<file path="src/design/cltd_pkg.sv">
// Purpose: constants for the channel level trigger detector
// Assumes: 12 bit samples, 8 bit signed thresholds, plain register port
// Notes:   register offsets are word addresses as printed
package cltd_pkg;
  // ==========================================================
  // register map
  localparam logic [15:0] ADDR_SOURCE_SELECT = 16'h9C40;
  localparam logic [15:0] ADDR_CH0_KIND      = 16'h9D08;
  localparam logic [15:0] ADDR_CH0_UPPER     = 16'hA410;
  localparam logic [15:0] ADDR_CH0_LOWER     = 16'hA474;
  localparam logic [15:0] ADDR_PULSE_SPAN    = 16'hABE0;
  localparam logic [15:0] ADDR_IRQ_STATUS    = 16'hAC00;
  localparam logic [15:0] ADDR_IRQ_MASK      = 16'hAC04;
  localparam logic [15:0] ADDR_DET_STATUS    = 16'hAC08;
  // ==========================================================
  // codes
  localparam logic [31:0] SRC_PER_CHANNEL    = 32'h0000_4E48; // 20040
  localparam logic [31:0] KIND_RISE          = 32'h0000_2710; // 10000
  localparam logic [31:0] KIND_LONG_POS      = 32'h0000_2711; // 10001
  localparam logic [31:0] KIND_SHORT_POS     = 32'h0000_2712; // 10002
  localparam logic [31:0] KIND_FLAT_RISE     = 32'h0000_2713; // 10003
  localparam logic [31:0] KIND_STEEP_RISE    = 32'h0000_2714; // 10004
  localparam logic [31:0] KIND_FALL          = 32'h0000_271A; // 10010
  localparam logic [31:0] KIND_LONG_NEG      = 32'h0000_271B; // 10011
  localparam logic [31:0] KIND_SHORT_NEG     = 32'h0000_271C; // 10012
  localparam logic [31:0] KIND_FLAT_FALL     = 32'h0000_271D; // 10013
  localparam logic [31:0] KIND_STEEP_FALL    = 32'h0000_271E; // 10014
  localparam logic [31:0] KIND_OFF           = 32'h0000_2724; // 10020
  localparam logic [31:0] KIND_EITHER        = 32'h0000_272E; // 10030
  // ==========================================================
  // widths and reset values
  localparam int          SAMPLE_W           = 12;
  localparam int          LEVEL_W            = 8;
  localparam int          SPAN_W             = 8;
  localparam logic [7:0]  LEVEL_MIN          = 8'h81; // -127
  localparam logic [7:0]  SPAN_RESET         = 8'h02;
  localparam logic [31:0] KIND_RESET         = KIND_OFF;
  localparam logic [31:0] SRC_RESET          = 32'h0000_0000;
  localparam int          IRQ_TRIG_BIT       = 0;
  localparam int          IRQ_ABORT_BIT      = 1;
  localparam int          IRQ_W              = 2;
  typedef enum logic [1:0] {
    ST_IDLE,
    ST_TIMING
  } cltd_state_e;
endpackage

</file>
<file path="src/design/cltd_detector.sv">
// Purpose: per-channel level trigger detector with register port and irq
// Assumes: sample_valid marks each new converted sample, same clock
// Notes:   single clock, synchronous active-high reset
// Function
// RL1: every valid sample is evaluated, no gaps between evaluations
// RL2: rising edge kind triggers on upper threshold crossed upward
// RL3: falling edge kind triggers on upper threshold crossed downward
// RL4: either edge kind triggers on any upper threshold crossing
// RL5: software selects per-channel source and writes upper threshold
// RL6: long positive pulse: rise starts count, expiry without fall triggers
// RL7: long negative pulse: fall starts count, rise aborts, expiry triggers
// RL8: short positive pulse: rise starts, fall before expiry triggers
// RL9: short negative pulse: fall starts, rise before expiry triggers
// RL10: flat rising: lower rise starts, upper crossing aborts, expiry triggers
// RL11: flat falling: upper fall starts, lower crossing aborts, expiry triggers
// RL12: steep rising: lower rise starts, upper crossing before expiry triggers
// RL13: software keeps pulse span between 2 and 255 samples
// RL14: software loads both thresholds before steepness kinds
// RL15: steep falling: upper fall starts, lower reached before expiry triggers
// RL16: signed symmetric thresholds compared with sample top bits
// RL17: measurement end clears counter and returns to waiting for start
// RL18: trigger is one-cycle pulse; reset clears counter and previous sample
//
// Design decision made here: strobed register access.
`timescale 1ns/1ps
module cltd_detector
  import cltd_pkg::*;
(
  input  wire logic                  clk,
  input  wire logic                  rst,
  input  wire logic                  sample_valid,
  input  wire logic [SAMPLE_W-1:0]   sample_data,
  input  wire logic [15:0]           reg_addr,
  input  wire logic [31:0]           reg_wdata,
  input  wire logic                  reg_wr,
  input  wire logic                  reg_rd,
  output logic      [31:0]           reg_rdata,
  output logic                       trigger_out,
  output logic                       irq
);
  // ==========================================================
  // state
  typedef struct packed {
    logic [31:0]         source_select;
    logic [31:0]         kind;
    logic [LEVEL_W-1:0]  upper;
    logic [LEVEL_W-1:0]  lower;
    logic [SPAN_W-1:0]   span;
    logic [IRQ_W-1:0]    irq_status;
    logic [IRQ_W-1:0]    irq_mask;
    logic [LEVEL_W-1:0]  prev;
    logic                prev_ok;
    cltd_state_e         state;
    logic [SPAN_W-1:0]   count;
    logic                trig;
    logic [31:0]         rdata;
  } cltd_reg_s;

  cltd_reg_s r_ff;
  cltd_reg_s nxt_r;

  // ==========================================================
  // comparison helpers
  logic signed [LEVEL_W-1:0] cur;
  logic signed [LEVEL_W-1:0] prv;
  logic signed [LEVEL_W-1:0] up_lvl;
  logic signed [LEVEL_W-1:0] lo_lvl;
  logic                      up_rise;
  logic                      up_fall;
  logic                      lo_rise;
  logic                      lo_fall;
  logic                      armed;
  logic                      start;
  logic                      hit;
  logic                      stop;
  logic                      expire_trig;
  logic                      timed_kind;

  // top bits of each sample against the level
  assign cur    = sample_data[SAMPLE_W-1 -: LEVEL_W]; // RL16
  assign prv    = r_ff.prev;
  assign up_lvl = r_ff.upper;
  assign lo_lvl = r_ff.lower;
  // crossing means from one side to the other, equality counts as reached
  assign up_rise = r_ff.prev_ok && (prv < up_lvl) && (cur >= up_lvl);
  assign up_fall = r_ff.prev_ok && (prv > up_lvl) && (cur <= up_lvl);
  assign lo_rise = r_ff.prev_ok && (prv < lo_lvl) && (cur >= lo_lvl);
  assign lo_fall = r_ff.prev_ok && (prv > lo_lvl) && (cur <= lo_lvl);
  assign armed   = (r_ff.source_select == SRC_PER_CHANNEL); // RL5

  // per kind: start event, in-window event, whether hit triggers or expiry
  always_comb
  begin
    start       = 1'b0;
    hit         = 1'b0;
    stop        = 1'b0;
    expire_trig = 1'b0;
    timed_kind  = 1'b1;
    unique case (r_ff.kind)
      KIND_RISE:
      begin
        timed_kind = 1'b0;
        stop       = up_rise; // RL2
      end
      KIND_FALL:
      begin
        timed_kind = 1'b0;
        stop       = up_fall; // RL3
      end
      KIND_EITHER:
      begin
        timed_kind = 1'b0;
        stop       = up_rise | up_fall; // RL4
      end
      KIND_LONG_POS:
      begin
        start       = up_rise; // RL6
        hit         = up_fall;
        expire_trig = 1'b1;
      end
      KIND_LONG_NEG:
      begin
        start       = up_fall; // RL7
        hit         = up_rise;
        expire_trig = 1'b1;
      end
      KIND_SHORT_POS:
      begin
        start = up_rise; // RL8
        hit   = up_fall;
        stop  = 1'b1;
      end
      KIND_SHORT_NEG:
      begin
        start = up_fall; // RL9
        hit   = up_rise;
        stop  = 1'b1;
      end
      KIND_FLAT_RISE:
      begin
        start       = lo_rise; // RL10
        hit         = up_rise;
        expire_trig = 1'b1;
      end
      KIND_FLAT_FALL:
      begin
        start       = up_fall; // RL11
        hit         = lo_fall;
        expire_trig = 1'b1;
      end
      KIND_STEEP_RISE:
      begin
        start = lo_rise; // RL12
        hit   = up_rise;
        stop  = 1'b1;
      end
      KIND_STEEP_FALL:
      begin
        start = up_fall; // RL15
        hit   = lo_fall;
        stop  = 1'b1;
      end
      default:
      begin
        timed_kind = 1'b0;
      end
    endcase
  end

  // ==========================================================
  // next state
  logic [31:0] rd_mux;
  logic        ev_trig;
  logic        ev_abort;

  always_comb
  begin
    nxt_r    = r_ff;
    ev_trig  = 1'b0;
    ev_abort = 1'b0;
    nxt_r.trig = 1'b0; // RL18

    // evaluation on each valid sample
    if (sample_valid) // RL1
    begin
      nxt_r.prev    = cur;
      nxt_r.prev_ok = 1'b1;
      // edge kinds decide on this sample alone
      if (!armed || !timed_kind)
      begin
        nxt_r.state = ST_IDLE;
        nxt_r.count = '0;
        ev_trig     = armed && !timed_kind && stop;
      end
      else
      begin
        unique case (r_ff.state)
          ST_IDLE:
          begin
            if (start)
            begin
              nxt_r.state = ST_TIMING;
              nxt_r.count = 8'h01;
            end
          end
          ST_TIMING:
          begin
            if (hit)
            begin
              // stop marks kinds where an in-window crossing triggers
              ev_trig     = stop;
              ev_abort    = !stop;
              nxt_r.state = ST_IDLE; // RL17
              nxt_r.count = '0;
            end
            else if (r_ff.count >= r_ff.span)
            begin
              ev_trig     = expire_trig;
              ev_abort    = !expire_trig;
              nxt_r.state = ST_IDLE; // RL17
              nxt_r.count = '0;
            end
            else
            begin
              nxt_r.count = r_ff.count + 8'h01;
            end
          end
        endcase
      end
    end
    nxt_r.trig = ev_trig; // RL18

    // register writes
    if (reg_wr)
    begin
      unique case (reg_addr)
        ADDR_SOURCE_SELECT: nxt_r.source_select = reg_wdata;
        ADDR_CH0_KIND:
        begin
          nxt_r.kind  = reg_wdata;
          // a new kind must not inherit a running count
          nxt_r.state = ST_IDLE;
          nxt_r.count = '0;
        end
        ADDR_CH0_UPPER:
        begin
          // most negative code is not a legal level
          nxt_r.upper = (reg_wdata[7:0] == 8'h80) ? LEVEL_MIN : reg_wdata[7:0]; // RL16
        end
        ADDR_CH0_LOWER:
        begin
          nxt_r.lower = (reg_wdata[7:0] == 8'h80) ? LEVEL_MIN : reg_wdata[7:0]; // RL16
        end
        ADDR_PULSE_SPAN:    nxt_r.span      = reg_wdata[SPAN_W-1:0];
        ADDR_IRQ_STATUS:    nxt_r.irq_status = r_ff.irq_status & ~reg_wdata[IRQ_W-1:0];
        ADDR_IRQ_MASK:      nxt_r.irq_mask   = reg_wdata[IRQ_W-1:0];
        default:
        begin
          // unmapped or read-only: write ignored
        end
      endcase
    end

    // hardware set wins over software clear
    if (ev_trig)
    begin
      nxt_r.irq_status[IRQ_TRIG_BIT] = 1'b1;
    end
    if (ev_abort)
    begin
      nxt_r.irq_status[IRQ_ABORT_BIT] = 1'b1;
    end

    // register reads
    rd_mux = 32'h0000_0000;
    unique case (reg_addr)
      ADDR_SOURCE_SELECT: rd_mux = r_ff.source_select;
      ADDR_CH0_KIND:      rd_mux = r_ff.kind;
      ADDR_CH0_UPPER:     rd_mux = {{24{r_ff.upper[7]}}, r_ff.upper};
      ADDR_CH0_LOWER:     rd_mux = {{24{r_ff.lower[7]}}, r_ff.lower};
      ADDR_PULSE_SPAN:    rd_mux = {24'h000000, r_ff.span};
      ADDR_IRQ_STATUS:    rd_mux = {30'h0000_0000, r_ff.irq_status};
      ADDR_IRQ_MASK:      rd_mux = {30'h0000_0000, r_ff.irq_mask};
      ADDR_DET_STATUS:    rd_mux = {15'h0000, r_ff.count, 7'h00, r_ff.prev_ok,
                                    r_ff.state == ST_TIMING};
      default:            rd_mux = 32'h0000_0000;
    endcase
    nxt_r.rdata = reg_rd ? rd_mux : 32'h0000_0000;
  end

  // ==========================================================
  // registers
  always_ff @(posedge clk)
  begin
    if (rst)
    begin
      r_ff.source_select <= SRC_RESET;
      r_ff.kind          <= KIND_RESET;
      r_ff.upper         <= 8'h00;
      r_ff.lower         <= 8'h00;
      r_ff.span          <= SPAN_RESET;
      r_ff.irq_status    <= 2'h0;
      r_ff.irq_mask      <= 2'h0;
      r_ff.prev          <= 8'h00; // RL18
      r_ff.prev_ok       <= 1'b0;
      r_ff.state         <= ST_IDLE;
      r_ff.count         <= 8'h00; // RL18
      r_ff.trig          <= 1'b0;
      r_ff.rdata         <= 32'h0000_0000;
    end
    else
    begin
      r_ff <= nxt_r;
    end
  end

  assign reg_rdata   = r_ff.rdata;
  assign trigger_out = r_ff.trig;
  assign irq         = |(r_ff.irq_status & r_ff.irq_mask);
endmodule

</file>
<file path="config.mk">
export PLATFORM = sky130hd
export DESIGN_NAME = cltd_detector
export DESIGN_NICKNAME = d
export VERILOG_FILES = /design/src/design/cltd_pkg.sv /design/src/design/cltd_detector.sv
export SDC_FILE = /design/constraint.sdc
export NUM_CORES = 1
export LEC_CHECK = 0
export BUFFER_PORTS_ARGS = -buffer_cell sky130_fd_sc_hd__buf_2
export CAP_MARGIN = 20
export CORE_ASPECT_RATIO = 0.9
export CORE_MARGIN = 3
export CORE_UTILIZATION = 30
export CTS_CLUSTER_SIZE = 12
export DETAILED_ROUTE_END_ITERATION = 16
export GPL_TIMING_DRIVEN = 0
export PLACE_DENSITY = 0.47
export SYNTH_ARGS = -nofsm -noshare
export SYNTH_HDL_FRONTEND = slang
export SYNTH_SLANG_ARGS = --single-unit
</file>
<file path="constraint.sdc">
create_clock -name clk -period 3.6 [get_ports clk]
set_input_delay 0 -clock clk [delete_from_list [all_inputs] [get_ports clk]]
set_output_delay 0 -clock clk [all_outputs]
set_load 0.1 [all_outputs]
</file>
## Yosys cells after proc, flatten, opt, wreduce, memory -nomap -nowiden

Index checks and enable logic that the tools add are counted.

| storage, ports and cells | value |
|---|---|
| flip-flop bits (word level) | 144 |
| latch bits | 0 |
| memory bits (writable) | 0 |
| memory bits (read-only) | 0 |
| logic and storage cells | 120 |
| memories | 0 |

| cells by class | value |
|---|---|
| $add $sub $neg | 1 |
| multiply operators | 0 |
| divide/modulo/power cells | 0 |
| order comparisons | 9 |
| eq/ne operators | 22 |
| shift-type cells | 0 |
| multiplexer cells | 31 |
| bitwise logic cells | 5 |
| reduce and logical (&&, ||, !) cells | 38 |

Operators by type and width:

| operator | count |
|---|---|
| $eq 32x14->1 const B | 11 |
| $pmux 32 s8 | 1 |
| $eq 16x16->1 const B | 8 |
| $mux 10 | 6 |
| $eq 32x15->1 const B | 1 |
| $ge 8x8->1 | 3 |
| $pmux 10 s2 | 1 |
| $gt 8x8->1 | 2 |
| $le 8x8->1 | 2 |
| $lt 8x8->1 | 2 |
| $mux 8 | 2 |
| $reduce_and 2->1 | 8 |
| $reduce_or 4->1 | 4 |
| $mux 1 | 14 |
| $logic_and 1x1->1 | 10 |
| $reduce_or 2->1 | 5 |
| $add 8x1->8 const B | 1 |
| $eq 8x8->1 const B | 1 |
| $reduce_bool 2->1 | 4 |
| $reduce_or 8->1 | 1 |
| $mux 2 | 3 |
| $pmux 1 s3 | 2 |
| $and 2x2->2 | 2 |
| $logic_not 1->1 | 4 |
| other kinds (8) | 8 |

## Depth between registers and ports, before layout

Gate-level depths: netlist of run 1.

| depth | value |
|---|---|
| depth in word-level cells | 12 |
| depth in mapped cells | 11 |
| mapped depth without buffers | 10 |

## Worst setup path after synthesis of run 1

No wires, ideal clock.

| timing path | value |
|---|---|
| path type | reg-to-reg |
| from | register r_ff, in the netlist up_lvl[5] |
| to | register r_ff[33] (netlist name) |
| arrival time | 2656 ps |
| data required time | 3475 ps |
| path slack | 819 ps |
| cell stages (with the launch flop) | 12 |
| cell sequence | dfxtp_1 inv_1 ha_1 a21o_1 a2111oi_0 a21o_1 o211ai_1 o32ai_1 buf_2 nor3_1 a41oi_1 a211oi_1 |

| on the way | value |
|---|---|
| word-level cells in the longest chain between the ends | 10 |
| elaborated cells between the ends (all ways) | 17 |
| those cells by class | order compare (4); mux (9); reduce/logical (4) |

RTL lines:

| item | line | text |
|---|---|---|
| start, declared | cltd_detector.sv:59 | `cltd_reg_s r_ff;` |
| start signal, assigned | cltd_detector.sv:313 | `r_ff <= nxt_r;` |
| $lt 8x8->1 or $gt 8x8->1 (tied branches) | cltd_detector.sv:85, cltd_detector.sv:86 |  |
| $logic_and 1x1->1 (on tied branches) (2 in series) | cltd_detector.sv:85, cltd_detector.sv:86 |  |
| $pmux 1 s3 | cltd_detector.sv:99 | `unique case (r_ff.kind)` |
| $mux 10 (on tied branches) | cltd_detector.sv:208, cltd_detector.sv:200 |  |
| $pmux 10 s2 * | cltd_detector.sv:197 | `unique case (r_ff.state)` |
| $mux 10 * | cltd_detector.sv:189 | `if (!armed \|\| !timed_kind)` |
| $mux 10 * | cltd_detector.sv:184 | `if (sample_valid)` |
| $mux 10 | cltd_detector.sv:236 | `unique case (reg_addr)` |
| $mux 10 * | cltd_detector.sv:234 | `if (reg_wr)` |

Every way passes the cells marked *; elsewhere a longest branch is shown, timed or not.
A chain may end at the register's enable or synchronous reset.

## Final worst setup path of run 1

| timing path | value |
|---|---|
| from | register r_ff, in the netlist up_lvl[7] |
| to | register r_ff[35] (netlist name) |

The elaborated chain is that of the path after synthesis.

==> results of run 1 <==
[timing repair]
item,CTS,global route
endpoints found under the hold margin,92,0
hold buffers,40,0
resized for setup,0,3
setup endpoints to repair,0,10
[cell usage after synthesis, types with 3 or more instances]
library cell,count,area (sq um)
dfxtp_1,144,2880
o21ai_0,16,80.1
or4b_2,5,50.1
buf_4,32,240
nand2b_1,8,50.1
nor4b_1,4,35.0
mux2i_1,10,100
a2111oi_0,3,26.3
a311oi_1,3,26.3
a21boi_0,4,30.0
nand3_1,38,190
or2_2,4,25.0
nand3b_1,12,90.1
a22oi_1,34,255
o21a_1,3,22.5
ha_1,41,513
a211oi_1,5,37.5
a31oi_1,11,68.8
and3b_1,3,26.3
a22o_1,4,35.0
and2_1,3,18.8
a21oi_1,120,601
nor3_1,23,115
inv_1,33,124
a21o_1,6,45.0
xnor2_1,5,43.8
and4_1,4,35.0
nor4_2,4,50.1
nor2_1,39,146
nor2b_1,6,37.5
nor4_1,16,100
nand4_1,9,56.3
nor4bb_1,3,30.0
o2111ai_1,4,35.0
clkbuf_1,52,195
a222oi_1,6,60.1
o22ai_1,3,18.8
o211ai_1,6,45.0
nand2_1,192,721
[placed cells by master (no fill, tap or decap), types with 12 or more instances in the layout]
| cell | n |
|---|---|
| buf_2 | 93 |
| nand2_1 | 192 |
| nor2_1 | 39 |
| nor3_1 | 23 |
| buf_4 | 32 |
| nand3b_1 | 12 |
| inv_1 | 33 |
| nand3_1 | 38 |
| dlygate4sd3_1 | 40 |
| clkbuf_1 | 52 |
| ha_1 | 41 |
| nor4_1 | 16 |
| clkbuf_16 | 17 |
| o21ai_0 | 16 |
| a21oi_1 | 120 |
| dfxtp_1 | 144 |
| a22oi_1 | 34 |
[area by class of cell]
| class | instances | share of cell area (%) |
|---|---|---|
| Multi-Input combinational cell | 696 | 44.4 |
| Sequential cell | 144 | 30.4 |
| Timing Repair Buffer | 131 | 9.01 |
| Buffer | 88 | 4.77 |
| Clock buffer | 17 | 4.48 |
| Tap cell | 336 | 4.43 |
| Clock inverter | 14 | 1.30 |
| Inverter | 33 | 1.30 |
[worst max-delay path by stage]
stage | startpoint | cells after the start | slack, ps | endpoint
floorplan | up_lvl[5]$_SDFFE_PP0P_ | 11 | 820 | r_ff[33]$_SDFF_PP0_
detailed placement | up_lvl[5]$_SDFFE_PP0P_ | 11 | 120 | r_ff[55]$_SDFFE_PP0P_
global route | up_lvl[7]$_SDFFE_PP0P_ | 10 | 30 | r_ff[38]$_SDFF_PP0_
finish | up_lvl[7]$_SDFFE_PP0P_ | 10 | 240 | r_ff[35]$_SDFF_PP0_
global placement | up_lvl[5]$_SDFFE_PP0P_ | 11 | 170 | r_ff[55]$_SDFFE_PP0P_
CTS | up_lvl[5]$_SDFFE_PP0P_ | 11 | 60 | r_ff[55]$_SDFFE_PP0P_
[per-layer routing]
metal / GRT usage, % / vias to the layer above / part of all wire [%]
met5: 0 / - / 0
met4: 5.44 / 0 / 1.8
met3: 3.42 / 23 / 5.7
met2: 29.6 / 235 / 43
met1: 29.2 / 3631 / 50
li1: - / 3737 / -
[worst max-delay path: cells and delay by family, from the launching register on]
family | cells | cell delay (ps)
AO/OA/AOI/OAI | 5 | 1650
buffers and inverters | 2 | 170
flip-flops | 1 | 350
AND/OR/NAND/NOR | 2 | 790
adder cells (fa/ha/maj) | 1 | 330
[sequential cells by signal, summed over array words and instances (netlist names)]
signal       count
reg_rdata       32
prv              8
trigger_out      1
lo_lvl           8
r_ff            87
up_lvl           8
[through the flow]
step	cells	instance area, sq um	total power (W)
after CTS	1459	9480	0.00358
after global placement	1388	8530	0.00185
final	1459	9500	0.00354
after floorplan	961	7660	0.00175
after global routing	1459	9500	0.00368
after detailed placement	1388	8530	0.00185
[cell families (layout without fill, tap and decap cells)]
family	after synthesis	after routing	share of synthesized area (%)
AOI/OAI and AO/OA	249	249	20.7
DFF	144	144	37.7
xor gates and xnor gates	5	5	0.572
buffers and inverters	121	283	7.53
muxes	10	10	1.31
adders and majority gates	41	41	6.70
and+or+nand+nor	391	391	25.6
[power by group through the flow]
stage	clock (W)	sequential, W	combinational [W]
after global placement	0	0.00164	0.000215
after floorplan	0	0.00164	0.000114
final	0.00168	0.00160	0.000252
after CTS	0.00173	0.00160	0.000249
after detailed placement	0	0.00164	0.000215
after global routing	0.00180	0.00160	0.000277
==> reports/metrics.csv, run 1 <==
stage,metric,value,unit
setup_path,Reg2Reg Setup Slack,240,ps
hold_path,Hold Path Sink,reg_rdata[0]$_SDFF_PP0_,
timing,count of final hold-check violations,0,
timing,worst relative slew slack,18.5,%
timing,hold slack final,75.8,ps
pwr,Gate power share,7.1,%
final_layout,share of cells above drive strength 1,16.2,%
placement,port buffer count,91,
pwr,Pleak,3.45,nW
floorplanning,Rows,54,
clock_tree,TritonCTS Buffers,17,
placement,pre-CTS setup slack,123,ps
placement,Post-DP HPWL,21000,microns
final_layout,filler instances,2631,
pwr,clock share of power,47.6,%
global_routing,number of global-route vias before repair,7066,
floorplanning,die area,27500,sq um
final_layout,Multi-input gate area,4210,sq um
pwr,net switching power figure,0.000932,W
pwr,Cell Pwr Density,373,nW/um^2
setup_path,Critical Path RT,3950,ps
pwr,Internal,0.00261,W
logic_synthesis,post-synth cell types,73,
pwr,peak supply drop,0.257,mV
timing,Final Max Slew Viols,0,
setup_path,Crit. End Element,register,
setup_path,most used cell along the critical path,inv_1,
setup_path,Slowest Stage Delay on Critical Path,750,ps
timing,final setup vio count,0,
timing,RSZ-0062 raised after global routing,no,
setup_path,worst-path cell chain,inv_1 > ha_1 > inv_1 > a2111oi_0 > o21ai_1 > a2bb2oi_1 > o31ai_4 > nor4_1 > nand3b_1 > a21boi_0,
logic_synthesis,cell area after synthesis,7660,sq um
logic_synthesis,Yosys reg bits,144,
setup_path,Critical Path AT,3710,ps
drt,DRT iter0 DRCs,708,
timing,Slew @ Worst Pin,1220,ps
logic_synthesis,post-synthesis sequential area ratio,37.7,%
drt,drt first pass iters,5,
global_routing,initial antenna violation count,0,
logic_synthesis,cells after synthesis,961,
clock_tree,"Clk pin slew, worst setup/hold paths",70,ps
drt,Detail Route Antenna Nets,0,
logic_synthesis,Post-synth EDFFs,0,
clock_tree,Post-CTS Setup Bufs,0,
logic_synthesis,Syn Area/Cell,7.97,sq um
clock_tree,worst skew pair latency,430,ps
final_layout,Seq. cell area,2880,sq um
final_layout,fin nets,1217,
setup_path,Reg2Reg Depth,10,
logic_synthesis,Synth async-reset ratio,0,%
flow_run,max cap viols,0,
timing,min Tclk post-route,3360,ps
drt,DR DRC count,0,
pwr,Sw Ratio,26.3,%
clock_tree,Clock Tree Root,clkbuf_16,
final_layout,Layout area overhead,24.1,%
setup_path,Worst R2R Start,up_lvl[7]$_SDFFE_PP0P_,
hold_path,worst hold path class,primary input to register,
global_routing,gr usage total,19.8,%
logic_synthesis,"Top FF cell, synth",dfxtp_1,
timing,final setup TNS,0,ps
global_routing,first-pass GRT wire length,41900,microns
drt,total number of vias,7626,
floorplanning,die width,174,microns
drt,drt wl/cell,18.9,microns
hold_path,Worst Hold Depth,3,
outcome,status,"complete, no violations",
drt,routed vias/inst,5.23,
global_routing,pin count of the biggest net entering global routing,17,
final_layout,Post-Route Utilization,38.5,%
clock_tree,clk sinks,144,
floorplanning,core area,24700,sq um
timing,Setup Skew,10.8,ps
clock_tree,CTS max path bufs,2,
clock_tree,CTS H-Tree Depth,4,
floorplanning,Die H,158,microns
final_layout,Ant. Diodes,0,
clock_tree,CTS tree,built,
setup_path,worst r2r dst,r_ff[35]$_SDFF_PP0_,
floorplanning,number of top-level pins,99,
floorplanning,Initial Util,31.0,%
setup_path,WS Path Type,register to register,
global_routing,total gr overflow,0,
setup_path,CP Max Fanout,8,
drt,Routed Wire Length,27500,microns
setup_path,crit start category,register,
hold_path,Hold Crit Start,reg_rd,
timing,Max Clk Rate,297,MHz
timing,final worst path period share,93.4,%
timing,fin worst setup slack,239,ps
setup_path,slowest stage cell on the critical path,a2bb2oi_1,
logic_synthesis,syn_nets,1067,
pwr,Sequential Power Share,45.3,%
logic_synthesis,YS warnings,0,
placement,gp weighted congestion,0.866,
No activity file was read; power rests on OpenSTA's default activity.
==> run 2: changes to the inputs <==
Settings changed: CTS_CLUSTER_DIAMETER set to 30, GPL_TIMING_DRIVEN 0 to not set.
Clock period 3.6 ns to 3.4 ns, I/O delays scaled along.
==> run 2 against run 1 <==
Against the previous run: fmax grew 7.0%; routed wire length shrank 6.2%; hold slack gained 33 ps; design area shrank 1.9%; critical endpoint is now r_ff[38]$_SDFF_PP0_; sequential cell count is the same; non-clock buffer count shrank 58; sequential share of layout area grew 0.58 points; sequential power grew 6%; via count shrank 4.8%; highest routed layer unchanged; clock skew grew 4.9 ps.
==> reports/metrics.csv, run 2 (same netlist as run 1, synthesis figures left out) <==
stage,metric,value,unit,change
timing,Final Max Slew Viols,0,,unchanged
timing,hold slack final,109,ps,+32.8 ps
drt,total number of vias,7257,,-4.8%
drt,Routed Wire Length,25800,microns,-6.2%
placement,pre-CTS setup slack,305,ps,+182 ps
final_layout,"commonest non-fill, non-tap cell in the layout",nand2_1,,
drt,drt wl/cell,18.4,microns,-2.4%
clock_tree,clk sinks,144,,unchanged
pwr,peak supply drop,0.296,mV,+15%
clock_tree,CTS max path bufs,2,,unchanged
drt,Detail Route Antenna Nets,0,,unchanged
floorplanning,number of top-level pins,99,,unchanged
floorplanning,Initial Util,31.0,%,unchanged
drt,drt first pass iters,5,,unchanged
setup_path,slowest stage cell on the critical path,a2bb2oi_1,,
setup_path,WS Path Type,register to register,,
global_routing,first-pass GRT wire length,39900,microns,-4.7%
setup_path,Crit. End Element,register,,
timing,worst relative slew slack,45.5,%,+27 points
final_layout,Layout area overhead,21.7,%,
hold_path,worst hold path class,primary input to register,,
drt,DR DRC count,0,,unchanged
clock_tree,worst skew pair latency,430,ps,about the same
timing,final setup TNS,0,ps,unchanged
floorplanning,Die H,158,microns,unchanged
timing,final worst path period share,92.4,%,-0.98 points
final_layout,share of cells above drive strength 1,16.5,%,+0.32 points
outcome,status,"complete, no violations",,
final_layout,Ant. Diodes,0,,unchanged
final_layout,filler instances,2649,,+0.68%
timing,count of final hold-check violations,0,,unchanged
setup_path,Reg2Reg Setup Slack,260,ps,+20 ps
drt,DRT iter0 DRCs,633,,-11%
global_routing,gr usage total,18.5,%,-1.3 points
clock_tree,"Clk pin slew, worst setup/hold paths",70,ps,about the same
floorplanning,die area,27500,sq um,unchanged
global_routing,total gr overflow,0,,unchanged
floorplanning,core area,24700,sq um,unchanged
setup_path,CP Max Fanout,6,,-2
timing,Max Clk Rate,318,MHz,+7.0%
timing,fin worst setup slack,259,ps,+20.0 ps
global_routing,pin count of the biggest net entering global routing,47,,+30
global_routing,number of global-route vias before repair,6963,,-1.5%
setup_path,CP top delay family,compound AO/OA/AOI/OAI gates,,
timing,Slew @ Worst Pin,814,ps,-408 ps
flow_run,max cap viols,0,,unchanged
placement,port buffer count,94,,+3.3%
setup_path,Crit path buffers/inverters,3,,+1
timing,final setup vio count,0,,unchanged
final_layout,fin nets,1159,,-4.8%
floorplanning,Rows,54,,unchanged
setup_path,Slowest Stage Delay on Critical Path,730,ps,-20 ps
setup_path,most used cell along the critical path,inv_1,,
clock_tree,CTS H-Tree Depth,4,,unchanged
final_layout,most frequent cells in the layout,"nand2_1 (192), dfxtp_1 (144), a21oi_1 (120)",,
placement,gp weighted congestion,0.821,,-5.2%
clock_tree,TritonCTS Buffers,17,,unchanged
pwr,Pleak,3.38,nW,-1.9%
floorplanning,die width,174,microns,unchanged
pwr,Cell Pwr Density,410,nW/um^2,+10%
global_routing,initial antenna violation count,0,,unchanged
clock_tree,CTS tree,built,,
final_layout,Largest register FFs,87,,unchanged
drt,routed vias/inst,5.18,,-0.90%
placement,Post-DP HPWL,18400,microns,-12%
setup_path,Critical Path RT,3740,ps,-210 ps
setup_path,crit start category,register,,
timing,Setup Skew,15.7,ps,+4.94 ps
setup_path,worst-path cell chain,inv_1 > ha_1 > inv_1 > a2111oi_0 > o21ai_1 > a2bb2oi_1 > o311ai_1 > buf_4 > a21o_1 > a21oi_1 > a21boi_0,,
final_layout,Biggest register,r_ff,,
timing,min Tclk post-route,3140,ps,-220 ps
clock_tree,Clock Tree Root,clkbuf_16,,
timing,RSZ-0062 raised after global routing,no,,
final_layout,Post-Route Utilization,37.8,%,-0.72 points
setup_path,Critical Path AT,3480,ps,-230 ps
run 2: changes by cell type in the layout (fill, tap and decap cells not counted), moves of 2 or more:
cell           previous run  this run
clkbuf_1                 52         0
nor3_1                   23        20
nor3_2                    1         3
dlygate4sd3_1            40        44
buf_1                     2         0
buf_4                    32        23
run 2: path summary, 6_finish.rpt:
check                         start                endpoint  cells past startpoint
min reg2reg  r_ff[137]$_SDFFE_PP0P_  r_ff[137]$_SDFFE_PP0P_                      2
max          up_lvl[7]$_SDFFE_PP0P_     r_ff[38]$_SDFF_PP0_                     11
max reg2reg  up_lvl[7]$_SDFFE_PP0P_     r_ff[38]$_SDFF_PP0_                     11
min                    sample_valid   r_ff[43]$_SDFFE_PP0P_                      3
run 2: per-stage QoR:
step / cell area (sq um) / power (W) / instances
2_1_floorplan: 7660 / 0.00185 / 961
3_3_place_gp: 8310 / 0.00196 / 1326
3_5_place_dp: 8310 / 0.00196 / 1326
4_1_cts: 9320 / 0.00385 / 1401
5_1_grt: 9320 / 0.00396 / 1401
6_report: 9320 / 0.00382 / 1401
run 2: timing repair:
action | CTS | global route
hold buffers | 44 | 0
resized for setup | 0 | 0
setup buffers | 0 | 0
endpoints found under the hold margin | 96 | 0
run 2: worst register-to-register path, cell delays in order, from the launching register on:
cell	delay (ps)
dfxtp_1	360
inv_1	90
ha_1	330
inv_1	70
a2111oi_0	60
o21ai_1	370
a2bb2oi_1	730
o311ai_1	270
buf_4	210
a21o_1	150
a21oi_1	230
a21boi_0	200
run 2: layout make-up:
cell class                      instances  area, sq um  share of cell area (%)
Clock buffer                           17          425                    4.56
Inverter                               33          124                    1.33
Multi-Input combinational cell        696         4220                    45.3
Timing Repair Buffer                  161         1100                    11.8
Clock inverter                         14          146                    1.57
Tap cell                              336          420                    4.51
Sequential cell                       144         2880                    30.9
run 2: layer usage:
| metal | up-vias | GRT usage, % | wire (microns) |
|---|---|---|---|
| li1 | 3622 | - | - |
| met1 | 3455 | 26.1 | 12800 |
| met2 | 157 | 29.3 | 11600 |
| met3 | 23 | 3.06 | 985 |
| met4 | 0 | 5.13 | 391 |
| met5 | - | 0 | 0 |
run 2: power by group:
group	switching (W)	leakage [nW]	internal [W]
combinational	0.000145	1.95	0.000113
sequential	0.00000769	1.16	0.00169
clock	0.000832	0.269	0.00103
total	0.000985	3.38	0.00283
